$ cat config.mk
export PLATFORM = sky130hd
export DESIGN_NAME = cspt_clock_ctrl
export DESIGN_NICKNAME = d
export VERILOG_FILES = /design/src/core/cspt_pkg.sv /design/src/core/cspt_clock_ctrl.sv
export VERILOG_INCLUDE_DIRS = /design/src /design/src/core
export SDC_FILE = /design/constraint.sdc
export NUM_CORES = 1
export LEC_CHECK = 0
export ABC_AREA = 1
export BUFFER_PORTS_ARGS = -buffer_cell sky130_fd_sc_hd__buf_2
export CAP_MARGIN = 20
export CORE_MARGIN = 3
export CORE_UTILIZATION = 45
export DETAILED_ROUTE_END_ITERATION = 6
export PLACE_DENSITY_LB_ADDON = 0.1
export SLEW_MARGIN = 40
export SYNTH_ARGS = -nofsm -noshare
export SYNTH_HDL_FRONTEND = slang
export SYNTH_SLANG_ARGS = --single-unit
$ cat constraint.sdc
create_clock -name i_clk -period 3.2 [get_ports i_clk]
set_input_delay 0.8 -clock i_clk [delete_from_list [all_inputs] [get_ports i_clk]]
set_output_delay 0.8 -clock i_clk [all_outputs]
set_load 0.01 [all_outputs]
$ cat src/core/cspt_map.svh
// Register offsets, key and prescale codes, reset values and timing constants of the clock control block.
`ifndef CSPT_MAP_SVH
`define CSPT_MAP_SVH
`define CSPT_ADDR_PRESCALE   4'h0
`define CSPT_ADDR_FAST_TRIM  4'h1
`define CSPT_ADDR_TEMP_A     4'h2
`define CSPT_ADDR_TEMP_B     4'h3
`define CSPT_ADDR_SLOW_TRIM  4'h4
`define CSPT_ADDR_KEY        4'h5
`define CSPT_ADDR_STATUS     4'h6
`define CSPT_KEY_SIGNATURE   8'hd8
`define CSPT_KEY_WINDOW      3'h4
`define CSPT_PS_DIV1         4'h0
`define CSPT_PS_DIV8         4'h3
`define CSPT_PS_MAX          4'h8
`define CSPT_RESET_CK        8'h14
`define CSPT_WAKE_CK         8'h06
`define CSPT_MS_4            32'd4
`define CSPT_MS_64           32'd64
`define CSPT_US_60           32'd60
`define CSPT_CLK_MHZ         32'd250
`define CSPT_SLOW_KHZ        32'd32
`define CSPT_FUSE_ADD4       2'h1
`endif

$ cat src/core/cspt_pkg.sv
// Types shared by the clock control block.
package cspt_pkg;
   typedef enum logic [4:0] {
      CSPT_ST_RST_CK  = 5'b00001,
      CSPT_ST_RST_MS  = 5'b00010,
      CSPT_ST_RUN     = 5'b00100,
      CSPT_ST_SLEEP   = 5'b01000,
      CSPT_ST_WAKE    = 5'b10000
   } cspt_state_t;
   typedef enum logic [1:0] {
      CSPT_SRC_EXT  = 2'b00,
      CSPT_SRC_FAST = 2'b10,
      CSPT_SRC_SLOW = 2'b11
   } cspt_src_t;
endpackage : cspt_pkg

$ cat src/core/cspt_clock_ctrl.sv
// Start-up timer, protected clock prescaler and oscillator trim registers.
//
// Our own choices: the register addresses and the address-and-strobe port.
`timescale 1ns/1ns
`include "cspt_map.svh"
module cspt_clock_ctrl #(
   parameter int unsigned MS4_TICKS  = `CSPT_MS_4 * `CSPT_SLOW_KHZ,
   parameter int unsigned MS64_TICKS = `CSPT_MS_64 * `CSPT_SLOW_KHZ,
   parameter int unsigned WAKE_BOD_CYC = `CSPT_US_60 * `CSPT_CLK_MHZ
) (
   input  wire logic       i_clk,
   input  wire logic       i_sys_rst,
   input  wire logic [1:0] i_clock_source_fuses,
   input  wire logic [1:0] i_startup_delay_fuses,
   input  wire logic       i_div_by_eight_fuse_n,
   input  wire logic       i_reset_pin_disabled,
   input  wire logic [7:0] i_fast_trim_factory,
   input  wire logic [7:0] i_slow_trim_factory,
   input  wire logic       i_src_ck,
   input  wire logic       i_slow_ck,
   input  wire logic       i_sleep_req,
   input  wire logic       i_wake_req,
   input  wire logic       i_brownout_detector_off,
   input  wire logic [3:0] i_addr,
   input  wire logic [7:0] i_wdata,
   input  wire logic       i_wr,
   input  wire logic       i_rd,
   output logic      [7:0] o_rdata,
   output logic            o_run,
   output logic            o_sys_clk_en,
   output logic      [1:0] o_clock_sel,
   output logic      [7:0] o_fast_osc_trim,
   output logic      [7:0] o_fast_osc_temp_trim_a,
   output logic      [7:0] o_fast_osc_temp_trim_b,
   output logic      [7:0] o_slow_osc_trim
);
   cspt_pkg::cspt_state_t state;
   cspt_pkg::cspt_state_t next_state;
   logic [31:0] cnt;
   logic [31:0] next_cnt;
   logic [31:0] ms_target;
   logic [1:0]  src_sync;
   logic [1:0]  slow_sync;
   logic        src_prev;
   logic        slow_prev;
   logic        src_edge;
   logic        slow_edge;
   logic [1:0]  fuse_src;
   logic [1:0]  fuse_sut;
   logic        fuse_div8_n;
   logic        fuse_rst_dis;
   logic [1:0]  next_fuse_src;
   logic [1:0]  next_fuse_sut;
   logic        next_fuse_div8_n;
   logic        next_fuse_rst_dis;
   logic [3:0]  prescale_select;
   logic [3:0]  next_prescale_select;
   logic [3:0]  active_div;
   logic [3:0]  next_active_div;
   logic [7:0]  div_cnt;
   logic [7:0]  next_div_cnt;
   logic [2:0]  key_left;
   logic [2:0]  next_key_left;
   logic [7:0]  next_fast_trim;
   logic [7:0]  next_temp_a;
   logic [7:0]  next_temp_b;
   logic [7:0]  next_slow_trim;
   logic [7:0]  next_rdata;
   logic        next_run;
   logic        next_clk_en;
   logic        first_cycle;
   logic [1:0]  next_clock_sel;

   // Terminal value of the divider for a prescale code: 2**code - 1.
   function automatic logic [7:0] div_mask(input logic [3:0] code);
      div_mask = 8'((9'h001 << code) - 9'h001);
   endfunction : div_mask

   function automatic logic [7:0] wr_byte(input logic [3:0] a, input logic [7:0] cur,
                                          input logic wr, input logic [3:0] ad,
                                          input logic [7:0] d);
      wr_byte = (wr && ad == a) ? d : cur;
   endfunction : wr_byte

   assign src_edge  = src_sync[1] & ~src_prev;
   assign slow_edge = slow_sync[1] & ~slow_prev;

   // Pin-side clocks are sampled through two flip-flops before edge detection.
   // The synchronisers keep running through reset, so a clock that is already high
   // at release is not mistaken for a rising edge and the start-up is never shortened.
   always_ff @(posedge i_clk) begin
      src_sync  <= {src_sync[0], i_src_ck};
      slow_sync <= {slow_sync[0], i_slow_ck};
      src_prev  <= src_sync[1];
      slow_prev <= slow_sync[1];
   end

   // Millisecond part of the reset delay in slow-clock ticks.
   always_comb begin
      if (fuse_sut[1]) begin
         ms_target = MS64_TICKS;
      end else if (fuse_sut == `CSPT_FUSE_ADD4 || (fuse_rst_dis && fuse_src[1])) begin
         // Only the internal oscillators get the stretch when the reset pin is off.
         ms_target = MS4_TICKS;
      end else begin
         ms_target = 32'h0;
      end
   end

   always_comb begin
      next_state = state;
      next_cnt   = cnt;
      next_run   = 1'b0;
      unique case (state)
         cspt_pkg::CSPT_ST_RST_CK: begin
            // Cycles count on the selected source clock.
            if (first_cycle) begin
               next_cnt = 32'h0;
            end else if (src_edge) begin
               next_cnt = cnt + 32'h1;
            end
            if (!first_cycle && cnt >= 32'(`CSPT_RESET_CK)) begin
               next_state = cspt_pkg::CSPT_ST_RST_MS;
               next_cnt   = 32'h0;
            end
         end
         cspt_pkg::CSPT_ST_RST_MS: begin
            // Milliseconds count on the 32 kHz oscillator.
            if (cnt >= ms_target) begin
               next_state = cspt_pkg::CSPT_ST_RUN;
               next_run   = 1'b1;
            end else if (slow_edge) begin
               next_cnt = cnt + 32'h1;
            end
         end
         cspt_pkg::CSPT_ST_RUN: begin
            next_run = 1'b1;
            if (i_sleep_req) begin
               next_state = cspt_pkg::CSPT_ST_SLEEP;
               next_run   = 1'b0;
            end
         end
         cspt_pkg::CSPT_ST_SLEEP: begin
            next_cnt = 32'h0;
            if (i_wake_req) begin
               next_state = cspt_pkg::CSPT_ST_WAKE;
            end
         end
         cspt_pkg::CSPT_ST_WAKE: begin
            // Disabled detector: time on the system clock so it settles.
            if (i_brownout_detector_off) begin
               next_cnt = cnt + 32'h1;
               if (cnt + 32'h1 >= WAKE_BOD_CYC) begin
                  next_state = cspt_pkg::CSPT_ST_RUN;
                  next_run   = 1'b1;
               end
            end else begin
               if (src_edge) begin
                  next_cnt = cnt + 32'h1;
               end
               if (cnt >= 32'(`CSPT_WAKE_CK)) begin
                  next_state = cspt_pkg::CSPT_ST_RUN;
                  next_run   = 1'b1;
               end
            end
         end
      endcase
   end

   always_comb begin
      next_fuse_src     = fuse_src;
      next_fuse_sut     = fuse_sut;
      next_fuse_div8_n  = fuse_div8_n;
      next_fuse_rst_dis = fuse_rst_dis;
      next_prescale_select = prescale_select;
      next_fast_trim    = wr_byte(`CSPT_ADDR_FAST_TRIM, o_fast_osc_trim, i_wr, i_addr, i_wdata);
      next_temp_a       = wr_byte(`CSPT_ADDR_TEMP_A, o_fast_osc_temp_trim_a, i_wr, i_addr,
                                  i_wdata);
      next_temp_b       = wr_byte(`CSPT_ADDR_TEMP_B, o_fast_osc_temp_trim_b, i_wr, i_addr,
                                  i_wdata);
      next_slow_trim    = wr_byte(`CSPT_ADDR_SLOW_TRIM, o_slow_osc_trim, i_wr, i_addr, i_wdata);
      next_key_left     = (key_left != 3'h0) ? key_left - 3'h1 : 3'h0;
      // Straps and factory values are caught on the first cycle after reset.
      if (first_cycle) begin
         next_fuse_src     = i_clock_source_fuses;
         next_fuse_sut     = i_startup_delay_fuses;
         next_fuse_div8_n  = i_div_by_eight_fuse_n;
         next_fuse_rst_dis = i_reset_pin_disabled;
         next_fast_trim    = i_fast_trim_factory;
         next_slow_trim    = i_slow_trim_factory;
         next_prescale_select = i_div_by_eight_fuse_n ? `CSPT_PS_DIV1 : `CSPT_PS_DIV8;
      end else if (i_wr && i_addr == `CSPT_ADDR_KEY && i_wdata == `CSPT_KEY_SIGNATURE) begin
         next_key_left = `CSPT_KEY_WINDOW;
      end else if (i_wr && i_addr == `CSPT_ADDR_PRESCALE) begin
         // Fuse state does not restrict the value; reserved codes are dropped.
         if (key_left != 3'h0 && i_wdata[3:0] <= `CSPT_PS_MAX) begin
            next_prescale_select = i_wdata[3:0];
         end
         next_key_left = 3'h0;
      end
   end

   // New factor is taken only when the divider wraps, so no short pulse appears.
   always_comb begin
      next_active_div = active_div;
      next_clk_en     = 1'b0;
      if (div_cnt >= div_mask(active_div)) begin
         next_div_cnt    = 8'h0;
         next_active_div = prescale_select;
         // Follows the next run level, so a wrap that meets a sleep request stays quiet.
         next_clk_en     = next_run;
      end else begin
         next_div_cnt = div_cnt + 8'h1;
      end
   end

   // Both external codes report one selection, so downstream sees three values only.
   always_comb begin
      if (next_fuse_src[1]) begin
         next_clock_sel = next_fuse_src;
      end else begin
         next_clock_sel = cspt_pkg::CSPT_SRC_EXT;
      end
   end

   always_comb begin
      next_rdata = 8'h0;
      if (i_rd) begin
         unique case (i_addr)
            `CSPT_ADDR_PRESCALE:  next_rdata = {4'h0, prescale_select};
            `CSPT_ADDR_FAST_TRIM: next_rdata = o_fast_osc_trim;
            `CSPT_ADDR_TEMP_A:    next_rdata = o_fast_osc_temp_trim_a;
            `CSPT_ADDR_TEMP_B:    next_rdata = o_fast_osc_temp_trim_b;
            `CSPT_ADDR_SLOW_TRIM: next_rdata = o_slow_osc_trim;
            `CSPT_ADDR_STATUS:    next_rdata = {3'h0, state};
            default:              next_rdata = 8'h0;
         endcase
      end
   end

   always_ff @(posedge i_clk) begin
      if (i_sys_rst) begin
         state        <= cspt_pkg::CSPT_ST_RST_CK;
         cnt          <= 32'h0;
         first_cycle  <= 1'b1;
         fuse_src     <= 2'h2;
         fuse_sut     <= 2'h2;
         fuse_div8_n  <= 1'b0;
         fuse_rst_dis <= 1'b0;
         prescale_select <= `CSPT_PS_DIV8;
         active_div   <= `CSPT_PS_DIV8;
         div_cnt      <= 8'h0;
         key_left     <= 3'h0;
         o_rdata      <= 8'h0;
         o_run        <= 1'b0;
         o_sys_clk_en <= 1'b0;
         o_clock_sel  <= 2'h2;
         o_fast_osc_trim        <= 8'h0;
         o_fast_osc_temp_trim_a <= 8'h0;
         o_fast_osc_temp_trim_b <= 8'h0;
         o_slow_osc_trim        <= 8'h0;
      end else begin
         state        <= next_state;
         cnt          <= next_cnt;
         first_cycle  <= 1'b0;
         fuse_src     <= next_fuse_src;
         fuse_sut     <= next_fuse_sut;
         fuse_div8_n  <= next_fuse_div8_n;
         fuse_rst_dis <= next_fuse_rst_dis;
         prescale_select <= next_prescale_select;
         active_div   <= next_active_div;
         div_cnt      <= next_div_cnt;
         key_left     <= next_key_left;
         o_rdata      <= next_rdata;
         o_run        <= next_run;
         o_sys_clk_en <= next_clk_en;
         o_clock_sel  <= next_clock_sel;
         o_fast_osc_trim        <= next_fast_trim;
         o_fast_osc_temp_trim_a <= next_temp_a;
         o_fast_osc_temp_trim_b <= next_temp_b;
         o_slow_osc_trim        <= next_slow_trim;
      end
   end
endmodule : cspt_clock_ctrl

# After elaboration in Yosys (flattened, before gate mapping)
# Index checks and enable logic that the tools add are counted.
# word_totals
output_inout_bits	44
reg_bits	112
# classes
muxes	40
n_addsub	4
n_bitwise	7
shift	1
eq_ne	22
reduce_logical	26
magnitude_cmp	6
# op_table
cell	n
$mux W32	6
$pmux W32 S4	1
$pmux W8 S6	1
$mux W8	5
$mux W5	7
$add A32 B1 Y32 const B	1
$ge A32 B14 Y1 const B	1
$ge A32 B3 Y1 const B	1
$ge A32 B32 Y1	1
$ge A32 B5 Y1 const B	1
$pmux W5 S5	1
$mux W4	4
$ne A2 B2 Y1 const B	7
$eq A4 B3 Y1 const B	3
$mux W12	1
$mux W3	4
$logic_and A1 B1 Y1	10
$add A8 B1 Y8 const B	1
$eq A4 B2 Y1 const B	2
$eq A8 B8 Y1 const B	1
$ge A8 B8 Y1	1
$reduce_bool A2 Y1	4
$reduce_or A2 Y1	4
$shl A1 B4 Y8 const A	1
23 further kinds	37

# Logic depth before layout (Yosys ltp)
# logic_depth
word_depth	7
mapped_depth	18

# Worst setup path after synthesis
# No wires, ideal clock.
# synth_timing
path_type	register to register
from	register active_div[3]
to	register active_div[0]
synth_period_minus_slack_ps	2233
path_stages_with_launch	15
arrival_time_ps	2117
setup_ps	116
n_path_buf	0
slack_ps	967
required_time_ps	3084
path_cell_list	dfxtp_1 -> nor2_1 -> nand3_1 -> ha_1 -> nand3_1 -> xnor2_1 -> ha_1 -> nand2_1 -> nor2_1 -> nand4_1 -> o2111ai_1 -> nor2_1 -> clkinv_1 -> nor2_1 -> a21oi_1
# synth_via
elab_chain_cells	3
# synth_lines
item	line	text
start: declaration	cspt_clock_ctrl.sv:58	logic [3:0] active_div;
start signal: assignment	cspt_clock_ctrl.sv:251	active_div <= `CSPT_PS_DIV8;
start signal: assignment	cspt_clock_ctrl.sv:271	active_div <= next_active_div;
$shl A1 B4 Y8	cspt_clock_ctrl.sv:76	div_mask = 8'((9'h001 << code) - 9'h001);
$sub A8 B1 Y8	cspt_clock_ctrl.sv:76	
$ge A8 B8 Y1	cspt_clock_ctrl.sv:207	if (div_cnt >= div_mask(active_div)) begin
# No other way between the ends.
# A chain may end at the register's enable or synchronous reset.

# Worst setup path after layout
# Same ends and word-level chain as after synthesis.

==> reports/results.ini <==
[final_layout]
fillers = 1489
area_growth_syn_to_layout_pct = 13.60
n_antenna_cell = 0
final_common_cell = nand2_1
multi_input_area_mm2 = 0.003857
drive_gt1_frac = 0.1591
layout.nets = 1133
seqCellArea_mm2 = 0.002222
final_cell_mix = nand2_1, nor2_1, dfxtp_1
fin_util = 0.5328

[sta]
finalCriticalPeriod_ns = 2.627
final_hold_viol_count = 0
final.setup.tns_ns = 0
clock.fmax_mhz = 380.6
worstMarginPinSlew_ns = 0.7216
final.setup_skew_ns = 0.01202
post-route-period-util = 0.8211
grt_setup_unrepaired = no
slew_viol_final = 0
relSlewSlack = 0.5171
finalSetupViolCount = 0

[worst_setup_path]
crit_type = reg -> reg
cp-start-kind = register
cpMostUsedCell = nor2_1
crit_fanout = 10
arrival_ns = 2.87
crit_slowest_cell = dfxtp_1
rr_worst_depth = 14
required_ns = 3.45
cp-end-kind = register
path_cells = nor2_1 > nand3_1 > ha_1 > nand3_1 > xnor2_1 > ha_1 > nand2_1 > nor2_1 > nand4_1 > o2111ai_1 > nor2_1 > clkinv_1 > nor2_1 > a21oi_1
cp_slowest_stage_delay_ns = 0.34

[pwr]
power_density_mw_per_mm2 = 583.5
seqPwrFrac = 0.391
swShare = 0.4146
p_total_mw = 4.416
netSwitchingPower_mw = 1.831
power.share.clock = 0.261
p_comb_frac = 0.349
p_leak_nw = 3.227
peakVddDrop_mv = 0.4221
p_int_mw = 2.585

[clock_network]
cts_root_buf = clkbuf_16
cts_max_level = 3
insertion_delay_ns = 0.36
postCtsResizedCells = 0
clk_pin_slew_ns = 0.08
cts_setup_buffers = 0
cts_num_sinks = 111
cts_made_buffers = 9
cts_hold_buf = 0
clockBufferDepth = 2
cts_tree = yes

[route]
firstDrtPassIters = 5
drt_wl_total_um = 20170
drc = 0
viasPerCell = 5.477
avgRoutedWirePerCell_um = 15.99
postRouteAntennaNets = 0
drtIter0Drc = 589
vias = 6907

[global_route]
grt_pass1_wl_um = 32020
antenna_found_initial = 0
track_usage = 0.2462
grt_max_degree = 46
grt_pass1_vias = 6117
overflow = 0

[place]
port-buffer-count = 86
dp_hpwl_um = 15020
place_congestion = 0.9104

[synth]
syn_area_per_cell_um2 = 6.661
synth-seq-cells = 111
synth_enable_flop_cells = 0
ys_seq_area_frac = 0.3336
synth_area_mm2 = 0.006661
ys.flop_type = dfxtp_1
synthCells = 1000
ys_types = 51
yosysWarnings = 0
synthesis.nets = 1057
synthArstFlopShare = 0

[status]
status = finished, final reports clean

[die]
die-width_um = 127.7
dieArea_mm2 = 0.01630
pin_count = 87
start_util = 0.4690
die_y_um = 127.7
std_cell_rows = 43
core_mm2 = 0.01420

[hold_path]
worstHoldPathType = reg -> reg
hold_depth = 0

[run]
drv_cap = 0

[routing by layer]
metal	up-vias	routed length (um)	part of all wire	track usage
met4	0	257	0.013	0.06929
met3	17	1500	0.074	0.05333
met2	266	8762	0.43	0.3605
met1	3119	9644	0.48	0.3646
met5	-	0	0	0
li1	3505	-	-	-
[worst paths after layout]
check | startpoint | slack (ns) | end
max | active_div[3] | 0.57 | active_div[0]
max reg2reg | active_div[3] | 0.57 | active_div[0]
min | slow_sync[0] | 0.33 | slow_sync[1]
min reg2reg | slow_sync[0] | 0.33 | slow_sync[1]
[synth_stat cells (5+ instances only)]
| cell | number | area share |
|---|---|---|
| a21oi_1 | 101 | 0.076 |
| a31oi_1 | 16 | 0.015 |
| buf_2 | 8 | 0.0060 |
| clkbuf_1 | 22 | 0.012 |
| clkinv_1 | 5 | 0.0028 |
| dfxtp_1 | 111 | 0.33 |
| ha_1 | 14 | 0.026 |
| inv_1 | 102 | 0.057 |
| nand2_1 | 211 | 0.12 |
| nand2_2 | 16 | 0.015 |
| nand3_1 | 58 | 0.044 |
| nand3b_1 | 5 | 0.0056 |
| nand4_1 | 12 | 0.011 |
| nor2_1 | 118 | 0.066 |
| nor2_2 | 8 | 0.0075 |
| nor2_4 | 8 | 0.014 |
| nor3_1 | 6 | 0.0045 |
| nor4_1 | 5 | 0.0047 |
| o211ai_1 | 25 | 0.028 |
| o21ai_0 | 69 | 0.052 |
| o21ai_1 | 6 | 0.0045 |
| o22ai_1 | 10 | 0.0094 |
| xor2_1 | 10 | 0.013 |
[through the flow]
| step | worst slack [ns] | instance area [um2] | cells | hold slack (ns) |
|---|---|---|---|---|
| after floorplan | 0.9674 | 6661 | 1000 | 0.3096 |
| after global placement | 0.6228 | 7257 | 1245 | 0.3109 |
| after detailed placement | 0.5788 | 7264 | 1245 | 0.3192 |
| after CTS | 0.5681 | 7567 | 1261 | 0.3367 |
| after global routing | 0.2498 | 7567 | 1261 | 0.3470 |
| final | 0.5726 | 7567 | 1261 | 0.3338 |
[cell type report]
type                       instances  area share
tap                              180     0.02976
multi-input combinational        742      0.5098
timing repair buffer             101     0.07176
inverter                         111     0.05506
clock buffer                       9     0.02976
clock inverter                     7     0.01025
sequential                       111      0.2937
[power by group through the flow]
stage                     Sequential [mW]  Combinational (mW)  Clock (mW)
after floorplan                      1.70                1.12           0
after global placement               1.75                1.52           0
after detailed placement             1.75                1.51           0
after CTS                            1.72                1.52        1.18
after global routing                 1.75                1.73        1.24
final                                1.72                1.54        1.15
[cell families (layout without fill, tap and decap cells)]
group,after synthesis,count (layout),share of synthesized area
and+or+nand+nor,465,465,0.3199
AOI/OAI and AO/OA,249,249,0.2117
buffers and inverters,147,228,0.08884
DFF,111,111,0.3336
adders and majority gates,14,14,0.02630
xor gates and xnor gates,13,13,0.01822
muxes,1,1,0.001503
[critical path: cells and delay by family, from the launching register on]
family          cells  cell delay [ns]
simple gates        8             1.09
fa+ha+maj           2             0.49
flops               1             0.34
buf+inv             1             0.31
compound gates      2             0.18
xor+xnor            1             0.13
[state kept, by name, summed over array words and instances, names as in the netlist, 2 cells and up]
name	cells
div_cnt	8
src_sync	2
cnt	32
o_fast_osc_temp_trim_a	8
slow_sync	2
key_left	3
o_fast_osc_trim	8
o_rdata	8
o_clock_sel	2
o_slow_osc_trim	8
prescale_select	4
fuse_sut	2
state	5
active_div	4
o_fast_osc_temp_trim_b	8
No activity file was read; power rests on OpenSTA's default activity.
